`src/core/uart_format_pkg.sv`:
```
// package: register map, line format layout and frame states of the serial line block
package uart_format_pkg;

    // register offsets on the 3-bit host port
    localparam logic [2:0] ADDR_DATA = 3'h0;
    localparam logic [2:0] ADDR_DIV_LO = 3'h0;
    localparam logic [2:0] ADDR_DIV_HI = 3'h1;
    localparam logic [2:0] ADDR_FEATURE = 3'h2;
    localparam logic [2:0] ADDR_FORMAT = 3'h3;
    localparam logic [2:0] ADDR_STATUS = 3'h5;
    localparam logic [2:0] ADDR_SCRATCH = 3'h7;

    // reset values
    localparam logic [7:0] FORMAT_RST = 8'h00;
    localparam logic [15:0] DIV_RST = 16'h0001;
    localparam logic [7:0] FEATURE_RST = 8'h00;
    localparam logic [7:0] SCRATCH_RST = 8'h00;

    // status register bit positions
    localparam int ST_RX_READY = 0;
    localparam int ST_PARITY_ERR = 2;
    localparam int ST_FRAME_ERR = 3;
    localparam int ST_TX_IDLE = 5;

    // one bit time is divisor * 16 clocks; the logic steps in half bits
    localparam int HALF_BIT_SHIFT = 3;
    localparam int CHAR_BASE = 5;

    typedef struct packed {
        logic bank_select_bit;
        logic break_force_bit;
        logic fixed_parity_bit;
        logic parity_sense_bit;
        logic parity_on_bit;
        logic stop_length_bit;
        logic [1:0] char_length_field;
    } line_format_s;

    typedef enum logic [2:0] {
        S_IDLE = 3'b000,
        S_START = 3'b001,
        S_DATA = 3'b010,
        S_PARITY = 3'b011,
        S_STOP = 3'b100
    } frame_state_e;

    // parity over the selected data bits only; forced modes ignore the data
    function automatic logic parity_calc(input logic [7:0] data, input line_format_s fmt);
        logic [7:0] mask;
        logic ones;
        mask = 8'hFF >> (3'd3 - {1'b0, fmt.char_length_field});
        ones = ^(data & mask);
        if (fmt.fixed_parity_bit) begin
            parity_calc = ~fmt.parity_sense_bit;
        end else begin
            parity_calc = fmt.parity_sense_bit ? ones : ~ones;
        end
    endfunction : parity_calc

endpackage : uart_format_pkg

```
`src/core/uart_line_format_control.sv`:
```
// serial transceiver whose character format follows the line format register
module uart_line_format_control
    import uart_format_pkg::*;
(
    input wire logic i_clk,
    input wire logic i_rst,
    input wire logic [2:0] i_addr,
    input wire logic [7:0] i_wdata,
    input wire logic i_wr,
    input wire logic i_rd,
    output logic [7:0] o_rdata,
    input wire logic i_rxd,
    output logic o_txd
);

    // register file
    line_format_s format_reg;
    logic [15:0] div_reg;
    logic [7:0] feature_reg;
    logic [7:0] scratch_reg;
    logic [7:0] rdata_reg;
    logic txd_reg;

    // transmitter
    frame_state_e tx_state_reg;
    frame_state_e tx_state_next;
    logic [18:0] tx_cnt_reg;
    logic [2:0] tx_half_reg;
    logic [2:0] tx_bitn_reg;
    logic [7:0] tx_shift_reg;
    logic tx_par_reg;
    logic tx_line_reg;
    logic tx_line_next;

    // receiver
    frame_state_e rx_state_reg;
    logic [18:0] rx_cnt_reg;
    logic rx_half_reg;
    logic [2:0] rx_bitn_reg;
    logic [7:0] rx_shift_reg;
    logic rx_par_reg;
    logic [7:0] rx_data_reg;
    logic rx_ready_reg;
    logic rx_perr_reg;
    logic rx_ferr_reg;

    wire logic bank = format_reg.bank_select_bit;
    wire logic [18:0] half_period = (div_reg == 16'h0000) ? 19'(1 << HALF_BIT_SHIFT)
                                                          : {div_reg, 3'b000};
    wire logic [2:0] last_bit = {1'b0, format_reg.char_length_field} + 3'(CHAR_BASE - 1);
    // stop length bit set: 1.5 stop bits only for 5-bit words, otherwise 2; bit clear: 1 stop bit
    wire logic [2:0] stop_halves = !format_reg.stop_length_bit ? 3'd2 :
                                   (format_reg.char_length_field == 2'b00) ? 3'd3 : 3'd4;

    // host decode; the format register is reachable in either bank
    wire logic hit_format = i_addr == ADDR_FORMAT;
    wire logic wr_format = i_wr && hit_format;
    wire logic wr_div_lo = i_wr && bank && i_addr == ADDR_DIV_LO;
    wire logic wr_div_hi = i_wr && bank && i_addr == ADDR_DIV_HI;
    wire logic wr_feature = i_wr && bank && i_addr == ADDR_FEATURE;
    wire logic wr_scratch = i_wr && !bank && i_addr == ADDR_SCRATCH;
    wire logic wr_tx = i_wr && !bank && i_addr == ADDR_DATA;
    wire logic rd_rx = i_rd && !bank && i_addr == ADDR_DATA;
    wire logic rd_status = i_rd && !bank && i_addr == ADDR_STATUS;
    // a write while a character is in flight is dropped; poll the idle flag first
    wire logic tx_load = wr_tx && tx_state_reg == S_IDLE;

    wire logic [7:0] status_word = 8'((rx_ready_reg << ST_RX_READY)
                                    | (rx_perr_reg << ST_PARITY_ERR)
                                    | (rx_ferr_reg << ST_FRAME_ERR)
                                    | ((tx_state_reg == S_IDLE) << ST_TX_IDLE));

    logic [7:0] rd_mux;
    always_comb begin
        rd_mux = 8'h00;
        if (hit_format) begin
            rd_mux = format_reg;
        end else if (bank) begin
            case (i_addr)
                ADDR_DIV_LO: rd_mux = div_reg[7:0];
                ADDR_DIV_HI: rd_mux = div_reg[15:8];
                ADDR_FEATURE: rd_mux = feature_reg;
                default: rd_mux = 8'h00;
            endcase
        end else begin
            case (i_addr)
                ADDR_DATA: rd_mux = rx_data_reg;
                ADDR_STATUS: rd_mux = status_word;
                ADDR_SCRATCH: rd_mux = scratch_reg;
                default: rd_mux = 8'h00;
            endcase
        end
    end

    always_ff @(posedge i_clk or posedge i_rst) begin
        if (i_rst) begin
            format_reg <= FORMAT_RST;
            div_reg <= DIV_RST;
            feature_reg <= FEATURE_RST;
            scratch_reg <= SCRATCH_RST;
            rdata_reg <= 8'h00;
        end else begin
            if (wr_format) format_reg <= i_wdata;
            if (wr_div_lo) div_reg[7:0] <= i_wdata;
            if (wr_div_hi) div_reg[15:8] <= i_wdata;
            if (wr_feature) feature_reg <= i_wdata;
            if (wr_scratch) scratch_reg <= i_wdata;
            rdata_reg <= i_rd ? rd_mux : 8'h00;
        end
    end

    // transmit half-bit timebase restarts with each character
    wire logic tx_tick = tx_state_reg != S_IDLE && tx_cnt_reg == half_period - 19'd1;
    // stop counts its own halves; a bit end there would restart the count and hang
    wire logic tx_bit_end = tx_tick && tx_half_reg == 3'd1 && tx_state_reg != S_STOP;
    wire logic tx_stop_end = tx_tick && tx_half_reg == stop_halves - 3'd1;

    always_comb begin
        tx_state_next = tx_state_reg;
        tx_line_next = tx_line_reg;
        case (tx_state_reg)
            S_IDLE: begin
                if (tx_load) begin
                    tx_state_next = S_START;
                    tx_line_next = 1'b0;
                end
            end
            S_START: begin
                if (tx_bit_end) begin
                    tx_state_next = S_DATA;
                    tx_line_next = tx_shift_reg[0];
                end
            end
            S_DATA: begin
                if (tx_bit_end && tx_bitn_reg == last_bit) begin
                    if (format_reg.parity_on_bit) begin
                        tx_state_next = S_PARITY;
                        tx_line_next = tx_par_reg;
                    end else begin
                        tx_state_next = S_STOP;
                        tx_line_next = 1'b1;
                    end
                end else if (tx_bit_end) begin
                    tx_line_next = tx_shift_reg[1];
                end
            end
            S_PARITY: begin
                if (tx_bit_end) begin
                    tx_state_next = S_STOP;
                    tx_line_next = 1'b1;
                end
            end
            S_STOP: begin
                if (tx_stop_end) begin
                    tx_state_next = S_IDLE;
                end
            end
            default: begin
                tx_state_next = S_IDLE;
                tx_line_next = 1'b1;
            end
        endcase
    end

    always_ff @(posedge i_clk or posedge i_rst) begin
        if (i_rst) begin
            tx_state_reg <= S_IDLE;
            tx_cnt_reg <= 19'h00000;
            tx_half_reg <= 3'h0;
            tx_bitn_reg <= 3'h0;
            tx_shift_reg <= 8'h00;
            tx_par_reg <= 1'b0;
            tx_line_reg <= 1'b1;
            txd_reg <= 1'b1;
        end else begin
            tx_state_reg <= tx_state_next;
            tx_line_reg <= tx_line_next;
            // break overrides any frame; the character keeps timing underneath
            txd_reg <= tx_line_next & ~format_reg.break_force_bit;
            if (tx_load) begin
                tx_shift_reg <= i_wdata;
                tx_par_reg <= parity_calc(i_wdata, format_reg);
                tx_bitn_reg <= 3'h0;
            end else if (tx_bit_end && tx_state_reg == S_DATA) begin
                tx_shift_reg <= {1'b0, tx_shift_reg[7:1]};
                tx_bitn_reg <= tx_bitn_reg + 3'd1;
            end
            if (tx_load || tx_tick) begin
                tx_cnt_reg <= 19'h00000;
            end else if (tx_state_reg != S_IDLE) begin
                tx_cnt_reg <= tx_cnt_reg + 19'd1;
            end
            if (tx_load || tx_bit_end || tx_stop_end) begin
                tx_half_reg <= 3'h0;
            end else if (tx_tick) begin
                tx_half_reg <= tx_half_reg + 3'd1;
            end
        end
    end

    // receive timebase restarts on the start edge so samples land mid-bit
    wire logic rx_tick = rx_state_reg != S_IDLE && rx_cnt_reg == half_period - 19'd1;
    wire logic rx_sample = rx_tick && (rx_state_reg == S_START || rx_half_reg);
    wire logic [7:0] rx_word = rx_shift_reg;
    // only the first stop bit is checked
    wire logic rx_done = rx_sample && rx_state_reg == S_STOP;
    wire logic rx_perr_set = rx_done && format_reg.parity_on_bit
                             && rx_par_reg != parity_calc(rx_word, format_reg);

    always_ff @(posedge i_clk or posedge i_rst) begin
        if (i_rst) begin
            rx_state_reg <= S_IDLE;
            rx_cnt_reg <= 19'h00000;
            rx_half_reg <= 1'b0;
            rx_bitn_reg <= 3'h0;
            rx_shift_reg <= 8'h00;
            rx_par_reg <= 1'b0;
        end else begin
            if (rx_state_reg == S_IDLE || rx_tick) begin
                rx_cnt_reg <= 19'h00000;
            end else begin
                rx_cnt_reg <= rx_cnt_reg + 19'd1;
            end
            if (rx_sample || rx_state_reg == S_IDLE) begin
                rx_half_reg <= 1'b0;
            end else if (rx_tick) begin
                rx_half_reg <= 1'b1;
            end
            case (rx_state_reg)
                S_IDLE: begin
                    if (!i_rxd) begin
                        rx_state_reg <= S_START;
                        rx_shift_reg <= 8'h00;
                        rx_bitn_reg <= 3'h0;
                    end
                end
                S_START: begin
                    // a glitch shorter than half a bit is not a start
                    if (rx_sample) rx_state_reg <= i_rxd ? S_IDLE : S_DATA;
                end
                S_DATA: begin
                    if (rx_sample) begin
                        rx_shift_reg[rx_bitn_reg] <= i_rxd;
                        rx_bitn_reg <= rx_bitn_reg + 3'd1;
                        if (rx_bitn_reg == last_bit) begin
                            rx_state_reg <= format_reg.parity_on_bit ? S_PARITY : S_STOP;
                        end
                    end
                end
                S_PARITY: begin
                    if (rx_sample) begin
                        rx_par_reg <= i_rxd;
                        rx_state_reg <= S_STOP;
                    end
                end
                S_STOP: begin
                    if (rx_sample) rx_state_reg <= S_IDLE;
                end
                default: rx_state_reg <= S_IDLE;
            endcase
        end
    end

    // receive status: a new character wins over a read in the same cycle
    always_ff @(posedge i_clk or posedge i_rst) begin
        if (i_rst) begin
            rx_data_reg <= 8'h00;
            rx_ready_reg <= 1'b0;
            rx_perr_reg <= 1'b0;
            rx_ferr_reg <= 1'b0;
        end else begin
            if (rx_done) begin
                rx_data_reg <= rx_word;
                rx_ready_reg <= 1'b1;
            end else if (rd_rx) begin
                rx_ready_reg <= 1'b0;
            end
            if (rx_perr_set) begin
                rx_perr_reg <= 1'b1;
            end else if (rd_status) begin
                rx_perr_reg <= 1'b0;
            end
            if (rx_done && !i_rxd) begin
                rx_ferr_reg <= 1'b1;
            end else if (rd_status) begin
                rx_ferr_reg <= 1'b0;
            end
        end
    end

    assign o_rdata = rdata_reg;
    assign o_txd = txd_reg;

endmodule : uart_line_format_control

```
`config.mk`:
```
export PLATFORM = sky130hd
export DESIGN_NAME = uart_line_format_control
export DESIGN_NICKNAME = d
export VERILOG_FILES = /design/src/core/uart_format_pkg.sv /design/src/core/uart_line_format_control.sv
export SDC_FILE = /design/constraint.sdc
export NUM_CORES = 1
export LEC_CHECK = 0
export BUFFER_PORTS_ARGS = -buffer_cell sky130_fd_sc_hd__buf_4
export CORE_MARGIN = 3
export CORE_UTILIZATION = 50
export CTS_BUF_LIST = sky130_fd_sc_hd__clkbuf_4 sky130_fd_sc_hd__clkbuf_8
export CTS_CLUSTER_DIAMETER = 100
export CTS_CLUSTER_SIZE = 20
export DETAILED_ROUTE_END_ITERATION = 10
export PLACE_DENSITY_LB_ADDON = 0.25
export SLEW_MARGIN = 20
export SYNTH_ARGS = -nofsm -noshare
export SYNTH_HDL_FRONTEND = slang
export SYNTH_SLANG_ARGS = --single-unit
```
`constraint.sdc`:
```
create_clock -name i_clk -period 10.2 [get_ports i_clk]
set_clock_uncertainty 0.2 [all_clocks]
set_input_delay 0.51 -clock i_clk [delete_from_list [all_inputs] [get_ports i_clk]]
set_output_delay 0.51 -clock i_clk [all_outputs]
set_load 0.01 [all_outputs]
```
# Word-level counts from Yosys, hierarchy flattened
# Cells that the tools add are included.
totals:
  reg_bits: 133
  out_inout_bits: 9
classes:
  n_addsub: 9
  order_cmp: 2
  n_eq_ne: 32
  n_shift: 1
  mux: 59
  bitwise_logic: 10
  n_reduce_logical: 54
op_table:
  columns: ["operator", "count"]
  rows:
  - ["$mux W19", 4]
  - ["$mux W3", 20]
  - ["$mux W8", 7]
  - ["$pmux W8 S3", 2]
  - ["$add A19 B1 Y19 const B", 2]
  - ["$eq A19 B19 Y1", 2]
  - ["$pmux W3 S5", 2]
  - ["$logic_and A1 B1 Y1", 25]
  - ["$ne A2 B2 Y1 const B", 11]
  - ["$sub A19 B1 Y19 const B", 1]
  - ["$eq A3 B2 Y1 const B", 6]
  - ["$mux W1", 18]
  - ["$and A8 B8 Y8", 2]
  - ["$logic_not A16 Y1", 1]
  - ["$pmux W8 S2", 1]
  - ["$reduce_bool A2 Y1", 8]
  - ["$reduce_xor A8 Y1", 2]
  - ["$eq A3 B1 Y1 const B", 4]
  - ["$eq A3 B3 Y1 const B", 4]
  - ["$add A3 B1 Y3 const B", 3]
  - ["$eq A3 B3 Y1", 3]
  - ["$logic_not A3 Y1", 3]
  - ["$bwmux W8", 1]
  - ["$shr A8 B3 Y8 const A", 1]
  - ["24 further kinds", 34]

# Longest topological paths before layout
# Gate-level depths: netlist (run 1).
depth:
  depth_word: 11
  mapped_depth: 16

# Least setup slack after synthesis (run 1)
# No wires, ideal clock.
synth_timing:
  path_type: "flip-flop to flip-flop"
  start: "register div_reg[10]"
  end: "register rx_shift_reg[2]"
  setup_ns: 0.076
  t_arrival_ns: 3.681
  required_time_ns: 9.924
  path_slack_ns: 6.242
  stages_incl_launch_ff: 14
  n_path_buf: 2
  period_less_slack_ns: 3.958
  cell_sequence: "dfrtp_1 > buf_2 > nor4_2 > a41oi_1 > ha_1 > nor3b_2 > and3_1 > clkbuf_1 > a211o_1 > and2b_2 > and4_2 > nand4b_4 > or4_4 > o21ai_1"
synth_via:
  elab_chain_cells: 8
synth_lines:
  columns: ["item", "line_no", "source"]
  rows:
  - ["start, declared", "uart_line_format_control.sv:18", "logic [15:0] div_reg;"]
  - ["start signal, assigned", "uart_line_format_control.sv:105", "if (wr_div_hi) div_reg[15:8] <= i_wdata;"]
  - ["$logic_not A16 Y1", "uart_line_format_control.sv:48", "wire logic [18:0] half_period = (div_reg == 16'h0000) ? 19'(1 << HALF_BIT_SHIFT)"]
  - ["$mux W19 (*)", "uart_line_format_control.sv:48", null]
  - ["$sub A19 B1 Y19 (*)", "uart_line_format_control.sv:202", "wire logic rx_tick = rx_state_reg != S_IDLE && rx_cnt_reg == half_period - 19'd1;"]
  - ["$eq A19 B19 Y1 (*)", "uart_line_format_control.sv:202", null]
  - ["$logic_and A1 B1 Y1 (*)", "uart_line_format_control.sv:202", null]
  - ["$logic_and A1 B1 Y1 (*)", "uart_line_format_control.sv:203", "wire logic rx_sample = rx_tick && (rx_state_reg == S_START || rx_half_reg);"]
  - ["$ne A2 B2 Y1 (no line) (*)", null, null]
  - ["$reduce_and A3 Y1 (no line) (*)", null, null]
  - ["end signal, assigned by index", "uart_line_format_control.sv:243", "rx_shift_reg[rx_bitn_reg] <= i_rxd;"]
  - ["end, declared", "uart_line_format_control.sv:40", "logic [7:0] rx_shift_reg;"]
# Every way passes the cells marked *; elsewhere a longest branch is shown, timed or not.
# A chain may end at the register's enable or synchronous reset.

# Final worst setup path (run 1)
layout_timing:
  start: "register div_reg[4]"
  end: "register tx_bitn_reg[2]"
layout_via:
  elab_chain_cells: 9
layout_lines:
  columns: ["item", "line_no", "source"]
  rows:
  - ["start signal, assigned", "uart_line_format_control.sv:104", "if (wr_div_lo) div_reg[7:0] <= i_wdata;"]
  - ["$logic_not A16 Y1", "uart_line_format_control.sv:48", null]
  - ["$mux W19 (*)", "uart_line_format_control.sv:48", null]
  - ["$sub A19 B1 Y19 (*)", "uart_line_format_control.sv:113", "wire logic tx_tick = tx_state_reg != S_IDLE && tx_cnt_reg == half_period - 19'd1;"]
  - ["$eq A19 B19 Y1 (*)", "uart_line_format_control.sv:113", null]
  - ["$logic_and A1 B1 Y1 (*)", "uart_line_format_control.sv:113", null]
  - ["$logic_and A1 B1 Y1 (*) (2 in series)", "uart_line_format_control.sv:115", "wire logic tx_bit_end = tx_tick && tx_half_reg == 3'd1 && tx_state_reg != S_STOP;"]
  - ["$logic_and A1 B1 Y1 (*)", "uart_line_format_control.sv:184", "end else if (tx_bit_end && tx_state_reg == S_DATA) begin"]
  - ["$reduce_bool A2 Y1 (no line) (*)", null, null]
  - ["end signal, assigned", "uart_line_format_control.sv:186", "tx_bitn_reg <= tx_bitn_reg + 3'd1;"]
  - ["end, declared", "uart_line_format_control.sv:29", "logic [2:0] tx_bitn_reg;"]
# Marked as above.

==> results.toml, run 1 <==
[outcome]
status = "complete, no violations"

[layout]
num_antenna_cells = 0
multi_input_area_um2 = 4470
nFillCells = 1368
fin_nets = 848
drive_above_1_share_pct = 18.4
area_delta_synth_final_pct = 8.89
seq_area_um2 = 3330

[clock_tree]
clock_path_buffers = 2
cts.sinks = 133
htreeDepth = 4
clk_pin_slew_worst_paths_ns = 0.09
clk_latency_ns = 0.45
cts_tree = "yes"
clockRootBuffer = "clkbuf_8"
cts_buffers = 17
cts_resized = 0

[timing]
period_share_pct = 49.1
fin_setup_tns_ns = 0
hold_viol = 0
rsz0062_at_grt = "no"
worst_slew_pin_slew_ns = 0.997
hold_slack_ns = 0.134
finalCriticalPeriod_ns = 5.01
slew_headroom_pct = 33.0
slew_viol_final = 0
max_freq_mhz = 200
setup_viol = 0

[worst_setup_path]
slowest_stage = "nor4_2"
critPathMaxStageDelay_ns = 0.77
path_cells = "nor4_2 > a41oi_1 > ha_1 > xnor2_1 > a2111oi_0 > nand4_1 > nor4b_1 > nand4_2 > or4_1 > nand2_1"
critPathMaxFanout = 18
cp-start-kind = "register"
required_ns = 10.39
cp.arrival_ns = 5.20
crit_path_end_kind = "register"
cp.buffers_inverters = 0
critPathKind = "reg2reg"
path_delay_family = "simple AND/OR/NAND/NOR gates"

[floorplan]
io-pin-count = 25
rows = 45
core-area_um2 = 15500
fp.dieW_um = 133
die-height_um = 133
start_util_pct = 52.1
die_area_um2 = 17800

[detailed_routing]
vias_per_cell = 6.13
routed-via-count = 6432
drtAntennaViolNets = 0
drt_pre_antenna_iters = 6
drtIter0Drc = 458
drc = 0
wl_mm = 21.1
route.detailed.wl_per_inst_um = 20.1

[global_routing]
grt-ovfl-total = 0
grtUsageTotal_pct = 24.3
grt_pass1_wl_mm = 34.2
antenna_found_initial = 0
grt_max_degree = 89
first_global_vias = 6300

[logic_synthesis]
synth.area.top_cells = "dfrtp_1 (40%), mux2_2 (6.5%), xor2_1 (4.7%)"
yosys.cell_types.count = 89
syn_inst = 823
synthFlopType = "dfrtp_1"
synth_enable_flop_cells = 0
yosysTopAreaCell = "dfrtp_1"
synth_top_cell_area_share_pct = 40.2
synth_seq_cells = 133
synth_warnings = 0
synth_nets = 846
syn_area_per_cell_um2 = 9.84
yosysSeqAreaShare_pct = 41.2
synth_area_um2 = 8100
ys_async_sr_fraction_pct = 100

[min_path]
min_path_type = "in2reg"

[power]
power.density_nw_per_um2 = 203
ir_drop_mv = 0.104
p_leak_nw = 3.79

[placement]
place_congestion = 0.936
io_buffers = 24
hpwl_mm = 15.2

[flow_run]
drv_cap = 0
[cell type report]
type / instances / area share (%)
tap: 211 / 2.99
sequential: 133 / 37.8
clock buffer: 19 / 2.97
inverter: 15 / 0.667
clock inverter: 13 / 2.20
timing repair buffer: 30 / 2.63
multi-input combinational: 628 / 50.8
[cells in the mapped netlist, types with 4 or more instances]
library cell  instances
a211oi_1              4
a21o_1                4
a21oi_1              22
a22o_1                7
a22oi_1               6
and2_1                5
and3_1               11
buf_2                 7
buf_6                 4
clkbuf_1             29
dfrtp_1             130
ha_1                  7
inv_1                15
mux2_2               47
mux2i_1              16
nand2_1              61
nand2b_1             21
nand3_1              40
nand3b_1              4
nand4_1              17
nand4b_1              4
nor2_1               74
nor2_4               11
nor2b_1               7
nor3_1               21
nor4_1                7
nor4_2                5
nor4b_1               4
o211a_1               7
o211ai_1             21
o21ai_0              23
o21ai_1               5
o22ai_1               5
o31ai_1               5
or3_1                 7
xnor2_1              38
xor2_1               43
[cells in the final DEF (no fill, tap or decap), drive strengths merged, types with 4 or more instances in the layout]
cell type	n
a211oi	4
a21o	4
a21oi	22
a22o	7
a22oi	6
and2	5
and3	11
and4	5
buf	29
bufinv	4
clkbuf	19
dfrtp	130
ha	7
inv	19
mux2	47
mux2i	16
nand2	62
nand2b	21
nand3	40
nand3b	4
nand4	18
nand4b	5
nor2	85
nor2b	7
nor3	22
nor4	13
nor4b	4
o211a	7
o211ai	21
o21ai	28
o22ai	5
o31ai	6
or3	7
or4	6
xnor2	38
xor2	43
[worst reg2reg max path: stages, from the launching register on]
cell and delay, ns:
dfrtp_1 0.61, nor4_2 0.77, a41oi_1 0.37, ha_1 0.43, xnor2_1 0.14, a2111oi_0 0.42
nand4_1 0.16, nor4b_1 0.65, nand4_2 0.55, or4_1 0.58, nand2_1 0.08
[power by group]
group	total [mW]	switching [mW]	internal, mW
Combinational	0.526	0.288	0.237
Sequential	0.757	0.150	0.607
Clock	0.506	0.223	0.283
[repair_timing]
action | 4_1_cts | 5_1_grt
hold buffers | 1 | 0
buffers inserted | 0 | 0
hold endpoints to repair | 45 | 0
[metal layers]
metal	vias to the layer above	part of all wire, %	routed length, um	global-route usage, %
met2	194	48	10100	38.7
met4	0	3.1	646	9.49
met3	44	4.6	974	5.14
li1	2982	-	-	-
met5	-	0	0	0
met1	3212	45	9420	32.8
[metrics by stage]
stage / area [um^2] / instances / total power, mW / util [%] / worst slack [ns]
final: 8820 / 1049 / 1.79 / 56.7 / 5.19
after global placement: 8340 / 1016 / 1.27 / 53.7 / 5.44
after floorplan: 8100 / 823 / 1.13 / - / 5.94
after detailed placement: 8350 / 1016 / 1.28 / 53.7 / 5.34
after CTS: 8810 / 1049 / 1.79 / 56.7 / 5.30
after global routing: 8820 / 1049 / 1.89 / 56.7 / 4.87
[cells by family after synthesis]
group | Yosys count | synth area share, %
mux | 63 | 8.51
xor+xnor | 83 | 9.33
flops | 133 | 41.2
buf+inv | 62 | 3.71
fa+ha+maj | 7 | 1.08
compound gates | 146 | 13.0
simple gates | 329 | 23.3
[worst paths after layout]
path	start	cells past startpoint	end	slack, ns
min in group asynchronous	i_rst	3	rx_state_reg[1]	0.50
setup reg to reg	div_reg[4]	10	tx_bitn_reg[2]	5.19
max in group asynchronous	i_rst	4	tx_cnt_reg[6]	8.10
setup / recovery	div_reg[4]	10	tx_bitn_reg[2]	5.19
hold / removal	i_rxd	2	rx_par_reg	0.13
hold reg to reg	rx_cnt_reg[0]	1	rx_cnt_reg[0]	0.27
No activity file was read; power rests on OpenSTA's default activity.
==> run 2: changes to the inputs <==
--- a/config.mk
+++ b/config.mk
@@ -5,6 +5,7 @@
 export SDC_FILE = /design/constraint.sdc
 export NUM_CORES = 1
 export LEC_CHECK = 0
+export ABC_AREA = 1
 export BUFFER_PORTS_ARGS = -buffer_cell sky130_fd_sc_hd__buf_4
 export CORE_MARGIN = 3
 export CORE_UTILIZATION = 50
==> constraint.sdc (replaced) <==
create_clock -name i_clk -period 4.35 [get_ports i_clk]
set_clock_uncertainty 0.2 [all_clocks]
set_input_delay 0.2175 -clock i_clk [delete_from_list [all_inputs] [get_ports i_clk]]
set_output_delay 0.2175 -clock i_clk [all_outputs]
set_load 0.01 [all_outputs]
==> run 2 against run 1 <==
  * First-iteration DRC count is 38% higher
  * Wire length is 4.8% lower
  * Clock power is 120% higher
  * Core utilization is 0.81 points higher
  * Critical path type unchanged
  * Combinational power grew to 3.5 times the previous value
  * Synthesized area is 3.3% lower
  * Synthesized cell count is 29% higher
==> results.toml, run 2 <==
[floorplan]
io-pin-count = 25
start_util_pct = 51.3
die-height_um = 131
fp.dieW_um = 131
die_area_um2 = 17200
core-area_um2 = 15300
rows = 45

[timing]
slew_headroom_pct = 33.6
slew_viol_final = 0
rsz0062_at_grt = "no"
fin_setup_tns_ns = 0
setup_viol = 0
hold_viol = 0
worst_slew_pin_slew_ns = 0.993
finalCriticalPeriod_ns = 3.97
period_share_pct = 91.3
max_freq_mhz = 252

[worst_setup_path]
reg2reg_depth = 23
path_cells = "nor2_2 > nand2_1 > nor2_1 > nand2_4 > nand2_4 > inv_2 > ha_1 > nand2_2 > nor2_1 > nand3_1 > nand2_1 > nand2_1 > nand2_1 > nor2_1 > nand3b_1 > nor2_1 > nand4_1 > nor2_1 > nand3_2 > inv_1 > nand2_2 > o21ai_1 > dlygate4sd3_1"
critPathKind = "reg2reg"
r2r_end = "rx_ferr_reg"
required_ns = 4.55
crit_end = "rx_ferr_reg"
r2r_start = "div_reg[2]"
cp.buffers_inverters = 3
worst-path-stages = 23
cp-start-kind = "register"
critPathMaxStageDelay_ns = 0.56
ff2ff_setup_slack_ns = 0.38
path_delay_family = "simple AND/OR/NAND/NOR gates"
cpMostUsedCell = "nor2_1"
slowest_stage = "dlygate4sd3_1"
crit_start = "div_reg[2]"
crit_path_end_kind = "register"
cp.arrival_ns = 4.17
critPathMaxFanout = 11

[logic_synthesis]
syn_area_per_cell_um2 = 7.38
synth_top_cell_area_share_pct = 41.5
yosysSeqAreaShare_pct = 42.6
yosysMostFrequentCell = "nand2_1"
yosys.cell_types.count = 47
synthFlopType = "dfrtp_1"
synth.area.top_cells = "dfrtp_1 (42%), nand2_1 (13%), inv_1 (6.4%)"
synth_area_um2 = 7830
synth_commonest_cells = "nand2_1 (271), inv_1 (133), dfrtp_1 (130)"
ys_async_sr_fraction_pct = 100
syn_inst = 1061
yosysTopAreaCell = "dfrtp_1"
synth_seq_cells = 133
synth_enable_flop_cells = 0
synth_nets = 1084
synth_warnings = 0

[power]
total_power_mw = 4.81
p_leak_nw = 4.14
power.density_nw_per_um2 = 548
ir_drop_mv = 0.264

[detailed_routing]
wl_mm = 20.1
drtIter0Drc = 631
drt_pre_antenna_iters = 5
routed-via-count = 7115
drtAntennaViolNets = 0
drc = 0
route.detailed.wl_per_inst_um = 15.2
vias_per_cell = 5.37

[layout]
final_common_cell = "nand2_1"
drive_above_1_share_pct = 9.52
final_area_um2 = 8780
layout_common_cells = "nand2_1 (269), inv_1 (132), dfrtp_1 (130), nor2_1 (106), nand3_1 (82)"
area_delta_synth_final_pct = 12.1
nFillCells = 1429
finalNonFillerCells = 1324
final_core_util_pct = 57.5
num_antenna_cells = 0
fin_nets = 1123

[global_routing]
grt_max_degree = 107
first_global_vias = 6811
grt-ovfl-total = 0
grtUsageTotal_pct = 24.2
antenna_found_initial = 0
grt_pass1_wl_mm = 34.1

[clock_tree]
cts.sinks = 133
clk_latency_ns = 0.46
clk_pin_slew_worst_paths_ns = 0.08
clock_path_buffers = 2
cts_tree = "yes"
clockRootBuffer = "clkbuf_8"
cts_buffers = 17
htreeDepth = 4

[min_path]
min_path_type = "in2reg"
min-delay-start = "i_addr[2]"

[placement]
hpwl_mm = 14.6
placed_cells = 1280
place_congestion = 0.922
io_buffers = 24
dpl-instance-area_um2 = 8210

[flow_run]
drv_cap = 0

[outcome]
status = "complete, no violations"
[run 2: what timing repair did]
item,CTS,global route
hold buffers,12,0
setup buffers,0,0
hold endpoints to repair,149,0
endpoints found under the setup margin,0,1
gates resized for setup,0,7
[run 2: final cells by class]
cell class              count  area (um^2)  area share (%)
multi-input cells         769         3890            44.3
inverters                 137          519            5.91
clock inverters            11          150            1.71
clock buffers              21          277            3.15
well taps                 211          264            3.01
repair buffers             42          345            3.93
flip-flops and latches    133         3330            38.0
[run 2: worst min-delay path by stage]
stage	endpoint	cells after the start
5_1_grt	rx_perr_reg	5
3_3_place_gp	rx_cnt_reg[0]	1
6_report	o_rdata[1]	4
2_1_floorplan	rx_ferr_reg	1
4_1_cts	o_rdata[1]	4
3_5_place_dp	rx_cnt_reg[0]	1
[run 2: stage by stage]
step                      hold slack [ns]  setup slack [ns]
after global placement              0.256             0.552
after CTS                          0.0127             0.193
final                              0.0570             0.380
after global routing               0.0736            0.0295
after floorplan                     0.128             0.383
after detailed placement            0.256             0.575
[run 2: layer usage]
metal	wire [um]	global-route usage, %	vias up
met3	1050	5.09	39
li1	-	-	3544
met1	9220	33.2	3302
met4	582	8.93	0
met5	0	0	-
met2	9260	38.1	230
[run 2: logic make-up after synthesis]
| family | after synthesis | synth area share, % |
|---|---|---|
| xor gates and xnor gates | 39 | 4.54 |
| buffers and inverters | 159 | 7.97 |
| muxes | 1 | 0.144 |
| adders and majority gates | 7 | 1.12 |
| DFF | 133 | 42.6 |
| and+or+nand+nor | 570 | 32.7 |
| AOI/OAI and AO/OA | 152 | 10.9 |
[run 2: power breakdown]
group          internal, mW  switching, mW  leakage [nW]
sequential             1.53          0.315          1.73
combinational         0.651           1.19          2.20
clock                 0.613          0.511         0.214
total                  2.80           2.02          4.14
[run 2: worst min-delay path, stage by stage]
cell	delay, ns
buf_4	0.10
nor2_1	0.13
a21oi_1	0.15
a21oi_1	0.08
